==> config.mk <==
export PLATFORM = sky130hd
export DESIGN_NAME = watchdog_unit
export DESIGN_NICKNAME = d
export VERILOG_FILES = /design/src/verilog/watchdog_pkg.sv /design/src/verilog/timeout_counter.sv /design/src/verilog/watchdog_unit.sv
export SDC_FILE = /design/constraint.sdc
export NUM_CORES = 1
export LEC_CHECK = 0
export ABC_AREA = 1
export ABC_CLOCK_PERIOD_IN_PS = 2900
export BUFFER_PORTS_ARGS = -buffer_cell sky130_fd_sc_hd__buf_2
export CAP_MARGIN = 20
export CORE_MARGIN = 3
export CORE_UTILIZATION = 60
export CTS_CLUSTER_DIAMETER = 40
export CTS_CLUSTER_SIZE = 20
export DETAILED_ROUTE_END_ITERATION = 16
export PLACE_DENSITY = 0.93
export SLEW_MARGIN = 5
export SYNTH_ARGS = -nofsm -noshare
export SYNTH_HDL_FRONTEND = slang
export SYNTH_HIERARCHICAL = 1
export SYNTH_SLANG_ARGS = --single-unit
==> constraint.sdc <==
create_clock -name core_clk -period 2.9 [get_ports core_clk]
set_clock_uncertainty 0.15 [all_clocks]
set_input_delay 0.58 -clock core_clk [delete_from_list [all_inputs] [get_ports core_clk]]
set_output_delay 0.58 -clock core_clk [all_outputs]
set_load 0.01 [all_outputs]
==> src/verilog/watchdog_pkg.sv <==
// constants shared by the watchdog timer design
package watchdog_pkg;

  // ****************************************
  // i/o addresses
  // ****************************************
  localparam logic [7:0] MASTER_CONTROL_ADDR = 8'hF0;
  localparam logic [7:0] COMMAND_KEY_ADDR    = 8'hF1;

  // ****************************************
  // master control field positions
  // ****************************************
  localparam int ENABLE_BIT_POS   = 7;
  localparam int PERIOD_FIELD_HI  = 6;
  localparam int PERIOD_FIELD_LO  = 5;
  localparam int EXT_RESET_POS    = 4;
  localparam int RESERVED_HI      = 3;
  localparam int RESERVED_LO      = 0;

  // ****************************************
  // reset values and fixed read values
  // ****************************************
  localparam logic       ENABLE_RESET     = 1'b1;
  localparam logic [1:0] PERIOD_RESET     = 2'b11;
  localparam logic       EXT_RESET_RESET  = 1'b1;
  localparam logic [3:0] RESERVED_READ    = 4'h3;
  localparam logic [7:0] WRITE_ONLY_READ  = 8'h00;
  localparam logic [7:0] UNMAPPED_READ    = 8'h00;

  // ****************************************
  // command key codes
  // ****************************************
  localparam logic [7:0] KEY_DISABLE      = 8'hB1;
  localparam logic [7:0] KEY_CLEAR        = 8'h4E;

  // ****************************************
  // timing counts, in system clock periods
  // ****************************************
  localparam int         COUNT_WIDTH      = 22;
  localparam int         PERIOD_EXP_BASE  = 16;
  localparam int         PERIOD_EXP_STEP  = 2;
  localparam int         PULSE_WIDTH      = 5;
  localparam logic [4:0] RESET_PULSE_CYCLES = 5'h10;

endpackage

==> src/verilog/timeout_counter.sv <==
// free-running timeout counter with selectable power-of-two period
`timescale 1ns/100ps
`default_nettype none

module timeout_counter
  import watchdog_pkg::*;
(
  input  wire logic       core_clk,
  input  wire logic       sys_rst,
  input  wire logic       run,
  input  wire logic       clear,
  input  wire logic [1:0] period_sel,
  output var  logic       expired
);

  logic [COUNT_WIDTH-1:0] cnt_q;
  logic [COUNT_WIDTH-1:0] cnt_d;
  logic [COUNT_WIDTH-1:0] limit;
  logic                   expired_q;
  logic                   expired_d;
  logic [4:0]             exp_sel;

  // ****************************************
  // terminal count: period is 2^(16 + 2*sel) clocks
  // ****************************************
  always_comb begin
    exp_sel = 5'(PERIOD_EXP_BASE) + 5'(PERIOD_EXP_STEP) * {3'h0, period_sel};
    limit   = COUNT_WIDTH'((32'h1 << exp_sel) - 32'h1);
  end

  always_comb begin
    cnt_d     = cnt_q;
    expired_d = 1'b0;
    if (clear) begin
      cnt_d = '0;
    end else if (run) begin
      // >= guards against a period shortened below the running count
      if (cnt_q >= limit) begin
        cnt_d     = '0;
        expired_d = 1'b1;
      end else begin
        cnt_d = cnt_q + COUNT_WIDTH'(1);
      end
    end
  end

  always_ff @(posedge core_clk or posedge sys_rst) begin
    if (sys_rst) begin
      cnt_q     <= '0;
      expired_q <= 1'b0;
    end else begin
      cnt_q     <= cnt_d;
      expired_q <= expired_d;
    end
  end

  assign expired = expired_q;

endmodule

`default_nettype wire

==> src/verilog/watchdog_unit.sv <==
// watchdog timer: master control and command key registers, reset generation
//
// Summary of operation
// - timeout merges onto active-low reset pin function
// - reset default: timeout also drives reset pin
// - D4 one pulls pin; zero resets processor only
// - D7 set by reset; writing one enables
// - disable: clear D7, then write B1h key
// - single stray write never disables watchdog
// - writing 4Eh restarts watchdog count
// - D6-D5 select 2^16, 2^18, 2^20, 2^22 clocks
// - period field resets to 11, longest
// - low four bits read back 0011
// - command register is write-only
// - master at F0h, command key at F1h
// - halt-mode field ignored
`timescale 1ns/100ps
`default_nettype none

module watchdog_unit
  import watchdog_pkg::*;
(
  input  wire logic       core_clk,
  input  wire logic       sys_rst,
  input  wire logic [7:0] io_addr,
  input  wire logic       io_wr_stb,
  input  wire logic       io_rd_stb,
  input  wire logic [7:0] io_wdata,
  output var  logic [7:0] io_rdata,
  output var  logic       cpu_reset_req,
  output var  logic       reset_pin_out,
  output var  logic       reset_pin_oe_n
);

  // ****************************************
  // register state
  // ****************************************
  logic       enable_bit_q;
  logic       enable_bit_d;
  logic [1:0] period_q;
  logic [1:0] period_d;
  logic       ext_reset_q;
  logic       ext_reset_d;
  logic       run_q;
  logic       run_d;
  logic [7:0] rdata_q;
  logic [7:0] rdata_d;

  logic       master_wr;
  logic       key_wr;
  logic       clear_cmd;
  logic       expired;

  // ****************************************
  // address decode
  // ****************************************
  always_comb begin
    master_wr = io_wr_stb && (io_addr == MASTER_CONTROL_ADDR);
    key_wr    = io_wr_stb && (io_addr == COMMAND_KEY_ADDR);
    clear_cmd = key_wr && (io_wdata == KEY_CLEAR);
  end

  // ****************************************
  // master control and run state
  // ****************************************
  // the enable bit alone only arms the disable; the counter keeps running
  // until the key arrives, so one stray write cannot stop it
  always_comb begin
    enable_bit_d = enable_bit_q;
    period_d     = period_q;
    ext_reset_d  = ext_reset_q;
    run_d        = run_q;
    if (master_wr) begin
      // low nibble is reserved and dropped; no halt-mode bits are kept
      enable_bit_d = io_wdata[ENABLE_BIT_POS];
      period_d     = io_wdata[PERIOD_FIELD_HI:PERIOD_FIELD_LO];
      ext_reset_d  = io_wdata[EXT_RESET_POS];
      if (io_wdata[ENABLE_BIT_POS]) begin
        run_d = 1'b1;
      end
    end else if (key_wr && (io_wdata == KEY_DISABLE) && !enable_bit_q) begin
      run_d = 1'b0;
    end
    // any other key value, or B1h while enabled, leaves state alone
  end

  always_ff @(posedge core_clk or posedge sys_rst) begin
    if (sys_rst) begin
      enable_bit_q <= ENABLE_RESET;
      period_q     <= PERIOD_RESET;
      ext_reset_q  <= EXT_RESET_RESET;
      run_q        <= ENABLE_RESET;
    end else begin
      enable_bit_q <= enable_bit_d;
      period_q     <= period_d;
      ext_reset_q  <= ext_reset_d;
      run_q        <= run_d;
    end
  end

  // ****************************************
  // read path
  // ****************************************
  always_comb begin
    rdata_d = rdata_q;
    if (io_rd_stb) begin
      if (io_addr == MASTER_CONTROL_ADDR) begin
        rdata_d = {enable_bit_q, period_q, ext_reset_q, RESERVED_READ};
      end else if (io_addr == COMMAND_KEY_ADDR) begin
        rdata_d = WRITE_ONLY_READ;
      end else begin
        rdata_d = UNMAPPED_READ;
      end
    end
  end

  always_ff @(posedge core_clk or posedge sys_rst) begin
    if (sys_rst) begin
      rdata_q <= '0;
    end else begin
      rdata_q <= rdata_d;
    end
  end

  // ****************************************
  // timeout counter
  // ****************************************
  timeout_counter u_counter (
    .core_clk   (core_clk),
    .sys_rst    (sys_rst),
    .run        (run_q),
    .clear      (clear_cmd),
    .period_sel (period_q),
    .expired    (expired)
  );

  // ****************************************
  // reset pulse generation
  // ****************************************
  // the mode bit is latched at expiry so a write during the pulse
  // cannot cut the pin drive short
  logic [PULSE_WIDTH-1:0] pulse_cnt_q;
  logic [PULSE_WIDTH-1:0] pulse_cnt_d;
  logic                   pulse_ext_q;
  logic                   pulse_ext_d;
  logic                   cpu_rst_q;
  logic                   cpu_rst_d;
  logic                   pin_oe_n_q;
  logic                   pin_oe_n_d;

  always_comb begin
    pulse_cnt_d = pulse_cnt_q;
    pulse_ext_d = pulse_ext_q;
    if (expired) begin
      pulse_cnt_d = RESET_PULSE_CYCLES;
      pulse_ext_d = ext_reset_q;
    end else if (pulse_cnt_q != '0) begin
      pulse_cnt_d = pulse_cnt_q - PULSE_WIDTH'(1);
    end
    // processor reset always follows a timeout; pin only in external mode
    cpu_rst_d  = (pulse_cnt_d != '0);
    pin_oe_n_d = !((pulse_cnt_d != '0) && pulse_ext_d);
  end

  always_ff @(posedge core_clk or posedge sys_rst) begin
    if (sys_rst) begin
      pulse_cnt_q <= '0;
      pulse_ext_q <= EXT_RESET_RESET;
      cpu_rst_q   <= 1'b0;
      pin_oe_n_q  <= 1'b1;
    end else begin
      pulse_cnt_q <= pulse_cnt_d;
      pulse_ext_q <= pulse_ext_d;
      cpu_rst_q   <= cpu_rst_d;
      pin_oe_n_q  <= pin_oe_n_d;
    end
  end

  // ****************************************
  // outputs
  // ****************************************
  assign io_rdata       = rdata_q;
  assign cpu_reset_req  = cpu_rst_q;
  assign reset_pin_oe_n = pin_oe_n_q;
  // open drain: only ever drives low
  assign reset_pin_out  = 1'b0;

endmodule

`default_nettype wire

==> reports/qor.txt <==
Initial Utilization - 62.8%
dpl hpwl - 3730 um
Routed Antenna Nets - 0
pin count of the biggest net entering global routing - 24
Syn Inst Count - 328
register area - 1030 um2
final worst-path cycle share - 86.5%
vias per std cell - 5.30
Synth Cell Area - 2550 um2
H-tree depth - 2
Max Cap Violations - 0
most used cell, CP - nor2_1
Fin Hold WS - 0.236 ns
Final Hold Vio Count - 0
Worst-Skew Late Latency - 0.30 ns
Port-buffer cells - 27
Max Slew Vio Count - 0
gr ovfl total - 0
Boundary Pins - 31
Detailed Route Iter0 Violations - 125
post-synth cell types - 28
CP max-delay cell - dfstp_2
cell breakdown of the critical path - nand2_1 > ha_1 > nand2_1 > nor2_1 > inv_1 > nor2_1 > nor2_1 > nand3_2 > buf_4 > o21ai_2
vias post-DR - 2167
Slew headroom - 42.2%
GRT Resource Usage Total - 22.2%
R2R setup slack - 0.39 ns
Post-CTS Setup Repair Bufs - 0
commonest non-fill, non-tap cells in the layout - 109 x nand2_1, 35 x nor2_1, 34 x inv_1, 34 x dfrtp_1, 27 x buf_2
hold buffer count at cts - 0
DR DRC count - 0
maximum vdd drop - 0.293 mV
first-pass GRT wire length - 9040 um
DP Cell Count - 401
drt pass-1 iters - 5
final setup vio count - 0
die span in y - 71.2 um
total power - 1.42 mW
Die X - 71.2 um
post-route insts no fill - 409
CP arrival - 2.58 ns
post-cts sizing count - 0
ys flop type - dfrtp_1
RSZ-0062 raised after global routing - no
setup TNS - 0 ns
Worst Setup Start Kind - register
Fillers - 287
crit-path max FO - 16
Synth Warn # - 6
syn avg cell area - 7.77 um2
outcome - finished clean
DRT Wirelength - 5070 um
R2R depth - 10
worst path required time - 2.97 ns
CTS Buffer Depth - 2
Final #Nets - 384
final worst path period need - 2.51 ns
RR Endpoint - u_counter/cnt_q[21]
worst r2r src - period_q[1]
vias in the first global route - 2086
core area - 4060 um2
cell area power density - 506 nW/um2
#FFs+latches synth - 41
clock sink count - 41
Root Driver - clkbuf_8
synth-to-layout area growth - 9.67%
CP endpoint kind - register
Async SR Flop Fraction - 100%
Final Util - 68.9%
total die area - 5070 um2
Post-synth EDFFs - 0
commonest non-fill, non-tap cell in the layout - nand2_1
Reg clk slew, reported paths - 0.08 ns
layout cells sized above 1 - 25.1%
CTS Buf Count - 5
kind of critical path - reg2reg
min-delay worst type - in2async
Rows - 23
Fmax - 399 MHz
CTS tree - yes
worst slew pin tran - 0.866 ns
Seq/Total Area, Yosys - 40.6%
initial antenna violation count - 0
DR WL/cell - 12.4 um
Pleak - 1.34 nW
RePlAce Congestion - 0.814
Ant. Diodes - 0
Critical Path Max Stage Delay - 0.56 ns
area of the multi-input gates - 1330 um2
cell type report:
class	count	share of cell area [%]
Clock buffer	5	2.46
Tap cell	50	2.24
Sequential cell	41	37.0
Inverter	36	4.83
Clock inverter	3	0.627
Timing Repair Buffer	29	5.37
Multi-Input combinational cell	245	47.4
cells in the mapped netlist (3+ instances only):
master / number / area share [%]
buf_4: 4 / 1.2
nor2_2: 5 / 1.2
a21oi_1: 3 / 0.59
xor2_1: 10 / 3.4
nand3_1: 12 / 2.4
o21ai_0: 7 / 1.4
nor2_1: 35 / 5.2
xnor2_1: 5 / 1.7
nand4_1: 5 / 1.2
dfstp_2: 7 / 7.2
dfrtp_1: 34 / 33
inv_1: 34 / 5.0
nand2_1: 109 / 16
o21ai_2: 22 / 7.6
nand3_2: 3 / 1.2
ha_1: 6 / 2.9
nand2_2: 6 / 1.5
nor2_4: 6 / 2.7
where the power goes:
part	switching, mW	internal [mW]	total, mW
Sequential	0.0630	0.636	0.699
Clock	0.201	0.166	0.367
Combinational	0.216	0.133	0.349
logic make-up (layout without fill, tap and decap cells):
logic type	after synthesis	in the layout	synth area share, %
other cells	1	3	0.147
compound gates	35	35	10.4
simple gates	186	186	33.1
xor+xnor	15	15	5.15
flops	41	41	40.6
buf+inv	44	73	7.66
fa+ha+maj	6	6	2.95
critical path: cells and delay by family, from the launching register on:
family,cells,cell delay (ns)
AOI/OAI and AO/OA,1,0.12
adders and majority gates,1,0.31
buffers and inverters,2,0.41
DFF,1,0.56
and+or+nand+nor,6,0.89
sequential cells by signal (all words and copies together), names as in the netlist:
name,flops
run_q,1
io_rdata,5
period_q,2
u_counter/expired,1
enable_bit_q,1
pulse_ext_q,1
reset_pin_oe_n,1
pulse_cnt_q,5
u_counter/cnt_q,22
cpu_reset_req,1
ext_reset_q,1
worst max path at each step:
stage	start	endpoint	cells past startpoint
after floorplan	period_q[1]	u_counter/cnt_q[10]	10
after global placement	period_q[1]	u_counter/cnt_q[1]	10
after detailed placement	period_q[1]	u_counter/cnt_q[21]	10
after CTS	period_q[1]	u_counter/cnt_q[21]	10
after global routing	period_q[0]	u_counter/cnt_q[0]	10
final	period_q[1]	u_counter/cnt_q[21]	10
metal layers:
| metal | track usage [%] | part of all wire [%] | vias up | routed length [um] |
|---|---|---|---|---|
| met1 | 27.2 | 43 | 988 | 2180 |
| li1 | - | - | 1083 | - |
| met5 | 0 | 0 | - | 0 |
| met3 | 5.97 | 5.5 | 15 | 278 |
| met4 | 10.2 | 2.3 | 0 | 119 |
| met2 | 36.3 | 49 | 81 | 2490 |
stage by stage:
| step | worst slack [ns] | area, um2 |
|---|---|---|
| after global placement | 0.613 | 2710 |
| after CTS | 0.409 | 2800 |
| after floorplan | 1.05 | 2560 |
| after detailed placement | 0.449 | 2710 |
| after global routing | 0.233 | 2800 |
| final | 0.393 | 2800 |
Note: power is estimated with default switching activity, not from simulation.
